**src/hdl/ias_params.svh**
```systemverilog
`ifndef IAS_PARAMS_SVH
`define IAS_PARAMS_SVH

// Core clock and identification times
`define IAS_CLK_PERIOD_NS 10
`define IAS_NMI_ID_NS 20
`define IAS_IRL_ID_NS 30
`define IAS_GA_ID_NS 15
`define IAS_GB_ID_NS 10
`define IAS_CYC_UP(ns) (((ns) + `IAS_CLK_PERIOD_NS - 1) / `IAS_CLK_PERIOD_NS)

// Source counts: group A first, then group B
`define IAS_N_GA 2
`define IAS_N_GB 6
`define IAS_EXT_VEC_WAIT 3

// Register byte offsets
`define IAS_OFS_CTRL 8'h00
`define IAS_OFS_PRIO_FIRST 8'h04
`define IAS_OFS_PRIO_LAST 8'h08
`define IAS_OFS_VEC_BASE 8'h0c
`define IAS_OFS_INT_STATUS 8'h10
`define IAS_OFS_INT_MASK 8'h14
`define IAS_OFS_STATE 8'h18

// Field positions
`define IAS_CTRL_EXT_VEC 0
`define IAS_CTRL_NMI_RISE 1
`define IAS_CTRL_NMI_LEVEL 8
`define IAS_INT_ACCEPT 0
`define IAS_INT_NMI 1

// Reset values and vectors
`define IAS_RST_CTRL 2'h0
`define IAS_RST_PRIO 16'h0000
`define IAS_RST_VEC_BASE 8'h48
`define IAS_RST_INT 2'h0
`define IAS_NMI_VECTOR 8'h0b
`define IAS_AUTO_VEC_BASE 8'h40

`endif

```
**src/hdl/ias_pkg.sv**
```systemverilog
package ias_pkg;
    // Acceptance sequence
    typedef enum {IAS_IDLE, IAS_VEC_WAIT, IAS_DONE} ias_state_t;
    // Class of the winning source
    typedef enum logic [1:0] {IAS_SRC_NONE, IAS_SRC_NMI, IAS_SRC_IRL, IAS_SRC_PER} ias_src_t;
endpackage : ias_pkg

```
**src/hdl/ias_top.sv**
```systemverilog
// Summary of operation
// - Highest programmed level wins, others stay pending.
// - Equal levels resolved by fixed default order.
// - Request CPU only when level exceeds mask.
// - Accepted level loaded into CPU mask bits.
// - External vector taken from low data lines.
// - NMI two cycles, encoded pins three cycles.
// - Group A two cycles, group B one.
// - Minimum totals 10, 11, 9.5, 9 states.
//
// Implementation choices: the register offsets and the Wishbone interface to the registers.
`include "ias_params.svh"
`timescale 1ns/1ps
`default_nettype none

module ias_top
    import ias_pkg::*;
#(
    parameter int N_GA = `IAS_N_GA,
    parameter int N_GB = `IAS_N_GB
) (
    input wire logic clk_i,
    input wire logic rst_i,
    input wire logic ce_i,
    input wire logic wb_cyc_i,
    input wire logic wb_stb_i,
    input wire logic wb_we_i,
    input wire logic [7:0] wb_adr_i,
    input wire logic [3:0] wb_sel_i,
    input wire logic [31:0] wb_dat_i,
    output logic [31:0] wb_dat_o,
    output logic wb_ack_o,
    output logic irq_o,
    input wire logic nmi_i,
    input wire logic [3:0] encoded_level_request_pins_n_i,
    input wire logic [N_GA+N_GB-1:0] per_req_i,
    input wire logic [7:0] ext_data_i,
    output logic ext_vec_cycle_o,
    input wire logic [3:0] cpu_mask_level_bits_i,
    output logic cpu_irq_o,
    input wire logic cpu_ack_i,
    output logic acc_valid_o,
    output logic [3:0] acc_level_o,
    output logic [7:0] acc_vector_o
);
    localparam int NP = N_GA + N_GB;
    localparam int NMI_ID = `IAS_CYC_UP(`IAS_NMI_ID_NS);
    // The flag itself is the last stage of the NMI delay
    localparam int NMI_W = NMI_ID - 1;
    localparam int IRL_ID = `IAS_CYC_UP(`IAS_IRL_ID_NS);
    localparam int GA_ID = `IAS_CYC_UP(`IAS_GA_ID_NS);
    localparam int GB_ID = `IAS_CYC_UP(`IAS_GB_ID_NS);

    ias_state_t state;
    logic [1:0] ctrl;
    logic [15:0] prio_first;
    logic [15:0] prio_last;
    logic [7:0] vec_base;
    logic [1:0] int_status;
    logic [1:0] int_mask;
    logic nmi_s1, nmi_s2, nmi_s3;
    logic [3:0] irl_s1, irl_s2;
    logic [7:0] ext_s1, ext_s2;
    logic [NMI_W-1:0] nmi_line;
    logic [3:0] irl_line [IRL_ID];
    logic [N_GA-1:0] ga_line [GA_ID];
    logic [N_GB-1:0] gb_line [GB_ID];
    logic nmi_flag;
    logic [3:0] irl_now, irl_eff;
    logic [NP-1:0] per_eff;
    logic [3:0] per_lvl [NP];
    logic [4:0] best_lvl;
    ias_src_t best_src;
    logic [7:0] best_idx;
    ias_src_t acc_src;
    logic [7:0] acc_idx;
    logic [3:0] acc_lvl_q;
    logic [1:0] vec_cnt;
    logic acc_ext;
    logic nmi_edge, accept, wb_req, wb_wr;
    logic [31:0] wmask;
    logic [31:0] next_rd;

    // Pin synchronisers; first stages feed only the second
    always_ff @(posedge clk_i) begin
        if (rst_i) begin
            nmi_s1 <= 1'b0;
            nmi_s2 <= 1'b0;
            nmi_s3 <= 1'b0;
            irl_s1 <= 4'hf;
            irl_s2 <= 4'hf;
            ext_s1 <= 8'h00;
            ext_s2 <= 8'h00;
        end else if (ce_i) begin
            nmi_s1 <= nmi_i;
            nmi_s2 <= nmi_s1;
            nmi_s3 <= nmi_s2;
            irl_s1 <= encoded_level_request_pins_n_i;
            irl_s2 <= irl_s1;
            ext_s1 <= ext_data_i;
            ext_s2 <= ext_s1;
        end
    end

    // Edge selected by software; pins are active low levels
    assign nmi_edge = ctrl[`IAS_CTRL_NMI_RISE] ? (nmi_s2 & ~nmi_s3) : (~nmi_s2 & nmi_s3);
    assign irl_now = ~irl_s2;
    assign accept = cpu_irq_o & cpu_ack_i;

    // Identification delay lines per source class
    always_ff @(posedge clk_i) begin
        if (rst_i) begin
            nmi_line <= '0;
            for (int k = 0; k < IRL_ID; k++) irl_line[k] <= 4'h0;
            for (int k = 0; k < GA_ID; k++) ga_line[k] <= '0;
            for (int k = 0; k < GB_ID; k++) gb_line[k] <= '0;
        end else if (ce_i) begin
            nmi_line <= NMI_W'({nmi_line, nmi_edge});
            irl_line[0] <= irl_now;
            for (int k = 1; k < IRL_ID; k++) irl_line[k] <= irl_line[k-1];
            ga_line[0] <= per_req_i[N_GA-1:0];
            for (int k = 1; k < GA_ID; k++) ga_line[k] <= ga_line[k-1];
            gb_line[0] <= per_req_i[NP-1:N_GA];
            for (int k = 1; k < GB_ID; k++) gb_line[k] <= gb_line[k-1];
        end
    end

    // Level inputs count once old enough and still present, so a
    // withdrawn request vanishes at once rather than firing late
    assign irl_eff = (irl_line[IRL_ID-1] == irl_now) ? irl_now : 4'h0;
    assign per_eff = {gb_line[GB_ID-1] & per_req_i[NP-1:N_GA],
                      ga_line[GA_ID-1] & per_req_i[N_GA-1:0]};

    // NMI flag: set wins over the clear on acceptance
    always_ff @(posedge clk_i) begin
        if (rst_i) begin
            nmi_flag <= 1'b0;
        end else if (ce_i) begin
            if (nmi_line[NMI_W-1]) begin
                nmi_flag <= 1'b1;
            end else if (accept && best_src == IAS_SRC_NMI) begin
                nmi_flag <= 1'b0;
            end
        end
    end

    // Per source level from the two setting registers
    genvar g;
    generate
        for (g = 0; g < NP; g++) begin : g_lvl
            if (g < 4) begin : g_first
                assign per_lvl[g] = prio_first[4*g +: 4];
            end else begin : g_last
                assign per_lvl[g] = prio_last[4*(g-4) +: 4];
            end
        end
    endgenerate

    // Arbitration: scan from lowest default priority up so that
    // a tie goes to the earlier source; NMI sits above all levels
    always_comb begin
        best_lvl = 5'h00;
        best_src = IAS_SRC_NONE;
        best_idx = 8'h00;
        for (int i = NP - 1; i >= 0; i--) begin
            if (per_eff[i] && {1'b0, per_lvl[i]} >= best_lvl && per_lvl[i] != 4'h0) begin
                best_lvl = {1'b0, per_lvl[i]};
                best_src = IAS_SRC_PER;
                best_idx = 8'(i);
            end
        end
        if (irl_eff != 4'h0 && {1'b0, irl_eff} >= best_lvl) begin
            best_lvl = {1'b0, irl_eff};
            best_src = IAS_SRC_IRL;
            best_idx = 8'h00;
        end
        if (nmi_flag) begin
            best_lvl = 5'h10;
            best_src = IAS_SRC_NMI;
            best_idx = 8'h00;
        end
    end

    // Request to the CPU only above the mask; held while it waits.
    // Quiet in the answer cycle, since the CPU mask is not loaded yet
    assign cpu_irq_o = (state == IAS_IDLE) && !acc_valid_o
                       && (best_lvl > {1'b0, cpu_mask_level_bits_i});

    // Acceptance sequence and answer to the CPU
    always_ff @(posedge clk_i) begin
        if (rst_i) begin
            state <= IAS_IDLE;
            acc_src <= IAS_SRC_NONE;
            acc_idx <= 8'h00;
            acc_lvl_q <= 4'h0;
            acc_ext <= 1'b0;
            vec_cnt <= 2'h0;
            ext_vec_cycle_o <= 1'b0;
            acc_valid_o <= 1'b0;
            acc_level_o <= 4'h0;
            acc_vector_o <= 8'h00;
        end else if (ce_i) begin
            acc_valid_o <= 1'b0;
            case (state)
                IAS_IDLE: begin
                    if (accept) begin
                        acc_src <= best_src;
                        acc_idx <= best_idx;
                        acc_lvl_q <= best_lvl[4] ? 4'hf : best_lvl[3:0];
                        vec_cnt <= 2'(`IAS_EXT_VEC_WAIT - 1);
                        if (best_src == IAS_SRC_IRL && ctrl[`IAS_CTRL_EXT_VEC]) begin
                            acc_ext <= 1'b1;
                            ext_vec_cycle_o <= 1'b1;
                            state <= IAS_VEC_WAIT;
                        end else begin
                            acc_ext <= 1'b0;
                            state <= IAS_DONE;
                        end
                    end
                end
                IAS_VEC_WAIT: begin
                    // Data lines settle through the synchroniser
                    if (vec_cnt == 2'h0) begin
                        ext_vec_cycle_o <= 1'b0;
                        state <= IAS_DONE;
                    end else begin
                        vec_cnt <= vec_cnt - 2'h1;
                    end
                end
                IAS_DONE: begin
                    acc_valid_o <= 1'b1;
                    acc_level_o <= acc_lvl_q;
                    case (acc_src)
                        IAS_SRC_NMI: acc_vector_o <= `IAS_NMI_VECTOR;
                        IAS_SRC_IRL: begin
                            if (acc_ext) begin
                                acc_vector_o <= ext_s2;
                            end else begin
                                acc_vector_o <= `IAS_AUTO_VEC_BASE + 8'((acc_lvl_q - 4'h1) >> 1);
                            end
                        end
                        default: acc_vector_o <= vec_base + acc_idx;
                    endcase
                    state <= IAS_IDLE;
                end
                default: state <= IAS_IDLE;
            endcase
        end
    end

    // Bus decode; one wait state, and writes land at the ack edge
    assign wb_req = wb_cyc_i & wb_stb_i & ~wb_ack_o;
    assign wb_wr = wb_cyc_i & wb_stb_i & wb_we_i & wb_ack_o;
    assign wmask = {{8{wb_sel_i[3]}}, {8{wb_sel_i[2]}}, {8{wb_sel_i[1]}}, {8{wb_sel_i[0]}}};

    // Software writable settings
    always_ff @(posedge clk_i) begin
        if (rst_i) begin
            ctrl <= `IAS_RST_CTRL;
            prio_first <= `IAS_RST_PRIO;
            prio_last <= `IAS_RST_PRIO;
            vec_base <= `IAS_RST_VEC_BASE;
            int_mask <= `IAS_RST_INT;
        end else if (ce_i && wb_wr) begin
            case (wb_adr_i)
                `IAS_OFS_CTRL: begin
                    if (wb_sel_i[0]) ctrl <= wb_dat_i[1:0];
                end
                `IAS_OFS_PRIO_FIRST: prio_first <= (prio_first & ~wmask[15:0]) | (wb_dat_i[15:0] & wmask[15:0]);
                `IAS_OFS_PRIO_LAST: prio_last <= (prio_last & ~wmask[15:0]) | (wb_dat_i[15:0] & wmask[15:0]);
                `IAS_OFS_VEC_BASE: begin
                    if (wb_sel_i[0]) vec_base <= wb_dat_i[7:0];
                end
                `IAS_OFS_INT_MASK: begin
                    if (wb_sel_i[0]) int_mask <= wb_dat_i[1:0];
                end
                default: ;
            endcase
        end
    end

    // Sticky events; a new event beats a same-cycle write of one
    always_ff @(posedge clk_i) begin
        if (rst_i) begin
            int_status <= `IAS_RST_INT;
        end else if (ce_i) begin
            for (int b = 0; b < 2; b++) begin
                if ((b == `IAS_INT_ACCEPT && accept) || (b == `IAS_INT_NMI && nmi_line[NMI_W-1])) begin
                    int_status[b] <= 1'b1;
                end else if (wb_wr && wb_sel_i[0] && wb_adr_i == `IAS_OFS_INT_STATUS && wb_dat_i[b]) begin
                    int_status[b] <= 1'b0;
                end
            end
        end
    end

    assign irq_o = |(int_status & int_mask);

    // Read mux; unmapped addresses read zero and still answer
    always_comb begin
        next_rd = 32'h0000_0000;
        case (wb_adr_i)
            `IAS_OFS_CTRL: begin
                next_rd[1:0] = ctrl;
                next_rd[`IAS_CTRL_NMI_LEVEL] = nmi_s2;
            end
            `IAS_OFS_PRIO_FIRST: next_rd[15:0] = prio_first;
            `IAS_OFS_PRIO_LAST: next_rd[15:0] = prio_last;
            `IAS_OFS_VEC_BASE: next_rd[7:0] = vec_base;
            `IAS_OFS_INT_STATUS: next_rd[1:0] = int_status;
            `IAS_OFS_INT_MASK: next_rd[1:0] = int_mask;
            `IAS_OFS_STATE: next_rd = {8'h00, acc_vector_o, 3'h0, best_lvl, 4'h0, irl_eff};
            default: next_rd = 32'h0000_0000;
        endcase
    end

    // Ack and read data one cycle after the strobe
    always_ff @(posedge clk_i) begin
        if (rst_i) begin
            wb_ack_o <= 1'b0;
            wb_dat_o <= 32'h0000_0000;
        end else if (ce_i) begin
            wb_ack_o <= wb_req;
            if (wb_req) wb_dat_o <= next_rd;
        end
    end
endmodule : ias_top

`default_nettype wire

```
**config.mk**
```make
export PLATFORM = sky130hd
export DESIGN_NAME = ias_top
export DESIGN_NICKNAME = d
export VERILOG_FILES = /design/src/hdl/ias_pkg.sv /design/src/hdl/ias_top.sv
export VERILOG_INCLUDE_DIRS = /design/src /design/src/hdl
export SDC_FILE = /design/constraint.sdc
export NUM_CORES = 1
export LEC_CHECK = 0
export ABC_AREA = 1
export BUFFER_PORTS_ARGS = -buffer_cell sky130_fd_sc_hd__buf_4
export CAP_MARGIN = 20
export CORE_MARGIN = 3
export CORE_UTILIZATION = 57
export DETAILED_ROUTE_END_ITERATION = 12
export PLACE_DENSITY = 0.8
export SYNTH_ARGS = -nofsm -noshare
export SYNTH_HDL_FRONTEND = slang
export SYNTH_SLANG_ARGS = --single-unit
```
**constraint.sdc**
```tcl
create_clock -name clk_i -period 14.9 [get_ports clk_i]
set_input_delay 1.49 -clock clk_i [delete_from_list [all_inputs] [get_ports clk_i]]
set_output_delay 1.49 -clock clk_i [all_outputs]
set_load 0.02 [all_outputs]
```
# Word level (Yosys, flattened, before mapping)
# Memories as Yosys holds them, arrays and structs flattened.
# Cells that the tools add are included.
[word_totals]
register_bits = 171
latch_bits = 0
ramBits = 22
romBits = 0
inputBits = 76
out_inout_bits = 49
elab_cells = 216
mem_count = 3
[op_classes]
n_addsub = 4
multipliers = 0
div = 0
n_lt_le_gt_ge = 9
eq_ne = 17
shifts = 0
muxes = 71
n_bitwise = 25
n_reduce_logical = 59
[memory_table]
columns = ["name", "words", "word_bits", "rd", "rd_ports_with_merged_regs", "write_ports", "line_no", "text"]
rows = [
  ["irl_line", 3, 4, 3, 0, 3, "ias_top.sv:65", "logic [3:0] irl_line [IRL_ID];"],
  ["gb_line", 1, 6, 1, 0, 1, "ias_top.sv:67", "logic [N_GB-1:0] gb_line [GB_ID];"],
  ["ga_line", 2, 2, 2, 0, 2, "ias_top.sv:66", "logic [N_GA-1:0] ga_line [GA_ID];"],
]
[op_table]
columns = ["operator", "count"]
rows = [
  ["8-bit 2-to-1 mux", 11],
  ["32-bit zero test", 2],
  ["32-bit 2-to-1 mux", 2],
  ["32-bit one-hot mux with 2 select lines", 1],
  ["16-bit AND", 3],
  ["5-bit 2-to-1 mux", 9],
  ["4-bit by 5-bit >= comparator with 1-bit output", 8],
  ["4-bit nonzero test", 9],
  ["32-bit by 1-bit equality test with 1-bit output, second input constant", 1],
  ["32-bit by 2-bit equality test with 1-bit output, second input constant", 1],
  ["16-bit bitwise OR", 2],
  ["2-bit 2-to-1 mux", 15],
  ["1-bit logical AND", 25],
  ["8-bit by 5-bit equality test with 1-bit output, second input constant", 3],
  ["4-bit 2-to-1 mux", 6],
  ["6-bit one-hot mux with 4 select lines", 1],
  ["7-bit one-hot mux with 3 select lines", 1],
  ["1-bit 2-to-1 mux", 18],
  ["8-bit by 4-bit equality test with 1-bit output, second input constant", 2],
  ["16-bit NOT", 1],
  ["8-bit one-hot mux with 2 select lines", 1],
  ["3-bit AND reduction", 5],
  ["2-bit one-hot mux with 7 select lines", 1],
  ["2-bit AND reduction", 7],
  ["other kinds (29)", 50],
]

# Longest topological paths before layout
# Gate-level depths: netlist of the first run.
# An unclocked memory read counts as a cell.
[logic_depth]
depth_word = 42
mapped_depth = 108
ltp_nobuf = 108

# Worst setup path before layout of the first run
# No wires, ideal clock.
[synth_timing]
kind = "input to output"
startpoint = "in per_req_i[7]"
endpoint = "out cpu_irq_o"
arrival_time_ns = 10.900
required_ns = 13.410
path_slack_ns = 2.510
stages = 98
n_path_buf = 0
path_cell_list = "nand2_1 inv_2 nand2_1 inv_2 nand2_1 ha_1 nand2_1 inv_2 nand2_1 nand2_1 nand2_2 o21ai_0 ha_1 inv_1 nand2_1 o21ai_0 inv_1 nand2_1 [... 62 more ...] and2_1 ha_1 o21ai_0 nand2_1 a21oi_1 o21bai_1 nand2_1 inv_1 nand2_1 nand2_1 nor2_1 ha_1 nand2_1 o21ai_0 o21ai_0 nand2_1 a21oi_1 nor3_1"
[synth_between]
elab_chain_cells = 37
[synth_lines]
columns = ["item", "line_no", "text"]
rows = [
  ["start: declaration", "ias_top.sv:36", "input wire logic [N_GA+N_GB-1:0] per_req_i,"],
  ["6-bit AND *", "ias_top.sv:131", "assign per_eff = {gb_line[GB_ID-1] & per_req_i[NP-1:N_GA],"],
  ["1-bit logical AND *", "ias_top.sv:166", "if (per_eff[i] && {1'b0, per_lvl[i]} >= best_lvl && per_lvl[i] != 4'h0) begin"],
  ["4-bit 2-to-1 mux *", "ias_top.sv:166", ""],
  ["4-bit by 5-bit >= comparator with 1-bit output", "ias_top.sv:166", ""],
  ["1-bit logical AND (2 in series)", "ias_top.sv:166", ""],
  ["5-bit 2-to-1 mux *", "ias_top.sv:166", ""],
  ["4-bit by 5-bit >= comparator with 1-bit output", "ias_top.sv:166", ""],
  ["1-bit logical AND (2 in series)", "ias_top.sv:166", ""],
  ["[... 18 more ...]", "-", ""],
  ["1-bit logical AND (2 in series)", "ias_top.sv:166", ""],
  ["5-bit 2-to-1 mux *", "ias_top.sv:166", ""],
  ["4-bit by 5-bit >= comparator with 1-bit output", "ias_top.sv:172", "if (irl_eff != 4'h0 && {1'b0, irl_eff} >= best_lvl) begin"],
  ["1-bit logical AND", "ias_top.sv:172", ""],
  ["5-bit 2-to-1 mux *", "ias_top.sv:172", ""],
  ["5-bit 2-to-1 mux *", "ias_top.sv:177", "if (nmi_flag) begin"],
  ["5-bit by 4-bit > comparator with 1-bit output *", "ias_top.sv:187", "&& (best_lvl > {1'b0, cpu_mask_level_bits_i});"],
  ["1-bit logical AND *", "ias_top.sv:187", ""],
  ["end: declaration", "ias_top.sv:40", "output logic cpu_irq_o,"],
]
# Every way passes the cells marked *; elsewhere a longest branch is shown, timed or not.

# Final worst setup path of the first run
# Ends and elaborated chain as after synthesis.

==> impl_results.md, run 1 <==
* Core area at 0.01340 mm²
* Nets@finish at 1284
* Final wirelength at 20410 µm
* Tcrit/Tclk final at just over 90%
* Peak Freq at 72.93 MHz
* Post-DRT Antenna Nets at 0
* R2r setup slk at 2430 ps
* Min-delay src: irl_s1[2]
* Fillers at between 1000 and 1500
* Detailed Place HPWL at 15330 µm
* Worst-skew pair later-pin latency at 440 ps
* Crit-path slowest cell: o21ai_0
* CP endpoint kind: primary output
* Final Skew at 11.19 ps
* Pwr Density at 100.2 mW/mm²
* Area Overhead vs Synth at 18.67%
* Chip Height at 123.9 µm
* Die W at 123.9 µm
* Routability cong. at 0.9207
* Initial Util at 59.17%
* Die ar. at 0.01536 mm²
* Worst Hold End: irl_s2[2]
* # DRC at 0
* CTS Hold Buffers Added at 0
* Vias per cell at 5.437
* Critical path peak fanout at 10
* Total grt overflow at 0
* Startpoint types: input port
* Crit Path Class: input port to primary output
* Detailed Route Iter0 Violations at approximately 660
* Max VDD drop at 0.00009540 V
* Gr usage total at 27.13%
* R2R cell count at 104
* Max transition margin at 31.75%
* DR vias at 7383
* Net Sw Power at between 200 and 250 µW
* Min Tclk post-route at 13710 ps
* Mapped cell area at around 0.008 mm²
* Int Pwr at 716.9 µW
* # port buffers at 98
* CP peak stage delay at 360 ps
* Drt pass-1 iters at 6
* Synthesized area per cell at 7.362 µm²
* Total power at approximately 940 µW
* Vias in the first global route at approximately 6500
* CTS root buf: clkbuf_16
* Reg-to-reg endpoint: acc_idx[2]
* Seq/Total Area, Yosys at just over 40%
* Initial antenna violation count at 0
* Gate Count Post-Synth at 1077
* RSZ-0062 raised after global routing: false
* Clock sinks at 150
* Number of max-cap violations at 0
* Ant diodes at 0
* CTS tree: built
* Count leader, synth: nand2_1
* Post-synth top cells: nand2_1 (199), inv_1 (173), dfxtp_1 (128)
* Synth cell types at 46
* Worst path arrival time at 12220 ps
* CP dominant cell by count: nand2_1
* Hold Crit Class: register to register
* Non-filler cells in the finished layout at ~1400
* Reg power frac at 45.4%
* Register bit total from synthesis at 150
* Top cell type by total area after synthesis: dfxtp_1
* Post-synth EDFFs at 22
* Wire per inst at 15.03 µm
* Clock power frac at 47.3%
* Clock Path Buffers at 2
* Hold Path Stages at 2
* Final hold vios at 0
* Slew of the pin with the lowest slew margin at 1020 ps
* Final setup vio count at 0
* Switching share of power at 23.98%
* Slew Viols, Final at 0
* Req. time, crit path at 13410 ps
* Setup tns final at 0 ps
* Most area-consuming cells after synthesis: dfxtp_1 (32%), nand2_1 (9.4%), edfxtp_1 (8.3%), inv_1 (8.2%), o21ai_0 (6.8%)
* Ports at 125
* Largest net degree at the start of global routing at 47
* Layout cells sized above 1 at 16.41%
* First-pass GRT wire length at 32150 µm
* Cells after DPL at 1326
* Combinational share of power at between 7 and 8%
* Reg clk slew, reported paths at roughly 60 ps
* Num rows at 42
* Ys Warns at 0
* P_leak at 4.058 nW
* Yosys top cell area share at between 30% and 40%
* Outcome: completed
* Ys async rst share at 0%
* Primary FF master, synth: dfxtp_1
* TritonCTS Buffers at 17
* H-tree depth at 4
## timing repair
action                                  CTS  global route
gates resized for setup                   0             4
endpoints found under the setup margin    0             1
buffers inserted                          0             0
hold endpoints to repair                  0             0
## routing by layer
| metal | vias to the layer above | wire length, µm | global-route usage (%) |
|---|---|---|---|
| met5 | - | 0 | 0 |
| met1 | 3344 | 9681 | 40.18 |
| met4 | 0 | 393 | 8.282 |
| li1 | 3711 | - | - |
| met3 | 34 | 1688 | 5.949 |
| met2 | 294 | 8647 | 39.54 |
## cell usage in the layout, fill, tap and decap left out, drive strengths merged, types with 9 or more instances in the layout
master  count
nand2     220
inv       186
dfxtp     128
nor2      116
o21ai     108
buf       105
a21oi      78
ha         38
nand3      37
edfxtp     22
clkbuf     21
a211oi     17
o22ai      16
nand4      12
nor3       11
a31oi      10
o211ai      9
## logic make-up after synthesis
family                     share of synthesized area (%)
AOI/OAI and AO/OA                                  18.48
xor gates and xnor gates                          0.2210
adders and majority gates                          6.249
buffers and inverters                              11.14
DFF                                                40.65
other                                            0.04730
and+or+nand+nor                                    23.21
## how the worst max path moves through the flow
stage                            start        end  cells past startpoint
after detailed placement  per_req_i[7]  cpu_irq_o                    100
after global routing      per_req_i[7]  cpu_irq_o                    101
after floorplan           per_req_i[7]  cpu_irq_o                     98
final                     per_req_i[7]  cpu_irq_o                    100
after CTS                 per_req_i[7]  cpu_irq_o                    100
after global placement    per_req_i[7]  cpu_irq_o                    100
## metrics by stage
| step | utilization (%) | setup WS (ps) | area [µm²] | hold WS, ps |
|---|---|---|---|---|
| final | 70.21 | 1187 | 9409 | 457.0 |
| after global routing | 70.21 | 66.13 | 9409 | 482.8 |
| after CTS | 70.14 | 941.0 | 9399 | 457.3 |
| after detailed placement | 65.53 | 1111 | 8781 | 448.4 |
| after global placement | 65.53 | 1353 | 8781 | 441.9 |
| after floorplan | - | 2510 | 7955 | 428.6 |
## final cells by class
class / instances / area (µm²) / share of cell area, %
clock buffer: 21 / 481.7 / 5.120
timing repair buffer: 105 / 788.3 / 8.378
multi-input combinational: 709 / 3861 / 41.04
clock inverter: 11 / 136.4 / 1.449
sequential: 150 / 3223 / 34.26
tap: 176 / 220.2 / 2.340
inverter: 186 / 698.2 / 7.420
## power groups by stage
stage | clock (mW) | sequential (mW) | combinational [mW]
global placement | 0 | 0.437 | 0.0668
global route | 0.463 | 0.429 | 0.0775
finish | 0.446 | 0.428 | 0.0692
detailed placement | 0 | 0.437 | 0.0682
CTS | 0.447 | 0.428 | 0.0686
floorplan | 0 | 0.439 | 0.0381
## critical path: cells and delay by family
| kind | cells | cell delay (ps) |
|---|---|---|
| AOI/OAI and AO/OA | 18 | 2620 |
| adders and majority gates | 9 | 2540 |
| buffers and inverters | 15 | 1140 |
| and+or+nand+nor | 58 | 4380 |
Note: power is estimated with default switching activity, not from simulation.
==> run 2: changes to the inputs <==
- GPL_TIMING_DRIVEN: unset -> 0
==> run 2 against run 1 <==
Effect of this change:
- global-route usage grew 2.5 points
- clock power shrank 3%
- critical path depth is the same
- combinational power grew 5.6%
- via count grew 2.7%
- worst hold slack lost 2.5 ps
- sequential power is essentially flat
- largest cell class unchanged
==> impl_results.md, run 2 (synthesis results as in run 1) <==
* Die W at 123.9 µm
* Crit Path Class: input port to primary output
* Gr usage total at slightly below 30%
* Num rows at between 40 and 50
* Number of max-cap violations at 0
* Slew Viols, Final at 0
* CP endpoint kind: primary output
* Ports at 125
* Drt pass-1 iters at 5
* Top Usage Layer GRT: met2
* Most common cell after layout, fill and taps aside: nand2_1
* Grt met3 use at 6.721%
* Wire per inst at 15.75 µm
* First-pass GRT wire length at 34910 µm
* Max VDD drop at 0.00008237 V
* TritonCTS Buffers at 17
* Outcome: completed
* Post-DRT Antenna Nets at 0
* Fillers at 1171
* Routability cong. at 0.9579
* Final setup vio count at 0
* Layout cells sized above 1 at between 15 and 20%
* Post-CTS Setup Bufs at 0
* Final Hold Slack at 454.5 ps
* Area Overhead vs Synth at 19.87%
* H-tree depth at 4
* Setup tns final at 0 ps
* RSZ-0062 raised after global routing: false
* Nets@finish at 1315
* Detailed Place HPWL at roughly 17000 µm
* Detailed Route Iter0 Violations at 768
* Min Tclk post-route at around 14000 ps
* Crit-path slowest cell: ha_1
* Total grt overflow at 0
* Worst-skew pair later-pin latency at around 430 ps
* Peak Freq at about 74 MHz
* Ant diodes at 0
* Final Skew at a little over 10 ps
* Worst path top cell family by delay: simple AND/OR/NAND/NOR gates
* Tcrit/Tclk final at 90.92%
* Largest net degree at the start of global routing at 32
* Req. time, crit path at 13410 ps
* Chip Height at 123.9 µm
* Slew of the pin with the lowest slew margin at 879.8 ps
* CTS tree: built
* Multi-input gate area at ~0.0039 mm²
* Vias in the first global route at 6877
* # port buffers at 97
* Met2 Use GR at 44.10%
* P_leak at 4.087 nW
* Die ar. at 0.01536 mm²
* # DRC at 0
* Max transition margin at 40.90%
* Worst path arrival time at 12060 ps
* CTS root buf: clkbuf_16
* Startpoint types: input port
* Clock Path Buffers at 2
* Critical path peak fanout at 10
* Initial antenna violation count at 0
* FF/Latch Area at around 0.0032 mm²
* Final wirelength at 21880 µm
* Clock sinks at 150
* Buf/Inv on CP at 16
* Pwr Density at 98.37 mW/mm²
* DR vias at 7584
* Core area at 0.01340 mm²
* Vias per cell at between 5 and 6
* Reg clk slew, reported paths at 70 ps
* CP dominant cell by count: nand2_1
* Most frequent cells in the layout: nand2_1 (197), inv_1 (171), dfxtp_1 (128)
* Final hold vios at 0
* Met1 usage at 43.47%
* CP peak stage delay at ~320 ps
* Initial Util at approximately 59%
* Hold Crit Class: register to register
==> run 2: per-stage QoR <==
step | setup WS, ps | cell area (µm²) | cells | power (mW) | util [%]
after global routing | 10.74 | 9504 | 1389 | 0.9611 | 70.92
after detailed placement | 1162 | 8905 | 1357 | 0.5089 | 66.45
after floorplan | 2510 | 7955 | 1084 | 0.4768 | -
after CTS | 1076 | 9499 | 1389 | 0.9331 | 70.89
final | 1354 | 9504 | 1389 | 0.9350 | 70.92
after global placement | 1253 | 8904 | 1357 | 0.5075 | 66.44
==> run 2: timing repair <==
action | in CTS | in global routing
resized for setup | 0 | 5
hold buffers | 0 | 0
setup endpoints to repair | 0 | 3
endpoints found under the hold margin | 0 | 0
==> run 2: worst register-to-register path: cells and delay by family, from the launching register on <==
family / cells / cell delay (ps)
AND/OR/NAND/NOR: 60 / 5780
AO/OA/AOI/OAI: 20 / 2570
adder cells (fa/ha/maj): 9 / 2540
buffers and inverters: 15 / 1030
flip-flops: 1 / 380
==> run 2: final timing paths <==
kind                      from          to  slack [ps]  depth (start not counted)
hold / removal       irl_s1[2]   irl_s2[2]         450                          2
hold reg to reg      irl_s1[2]   irl_s2[2]         450                          2
setup reg to reg      register  acc_idx[1]        2510                        104
setup / recovery  per_req_i[7]   cpu_irq_o        1350                        100
==> run 2: power breakdown <==
group          switching, mW  internal [mW]  total, mW  leakage, nW
clock                  0.189          0.245      0.433        0.289
combinational         0.0453         0.0278     0.0731         2.52
sequential           0.00622          0.422      0.428         1.28
==> run 2: cell type report <==
| cell class | instances | share of cell area (%) |
|---|---|---|
| Timing Repair Buffer | 97 | 7.662 |
| Multi-Input combinational cell | 709 | 40.55 |
| Sequential cell | 150 | 33.91 |
| Tap cell | 176 | 2.317 |
| Buffer | 39 | 1.962 |
| Inverter | 186 | 7.346 |
| Clock buffer | 19 | 4.766 |
| Clock inverter | 13 | 1.488 |
==> run 2: metal layers <==
metal	wire length (µm)	up-vias	part of all wire [%]
li1	-	3775	-
met1	9822	3429	45
met2	9456	348	43
met3	2182	32	10
met4	416	0	1.9
met5	0	-	0
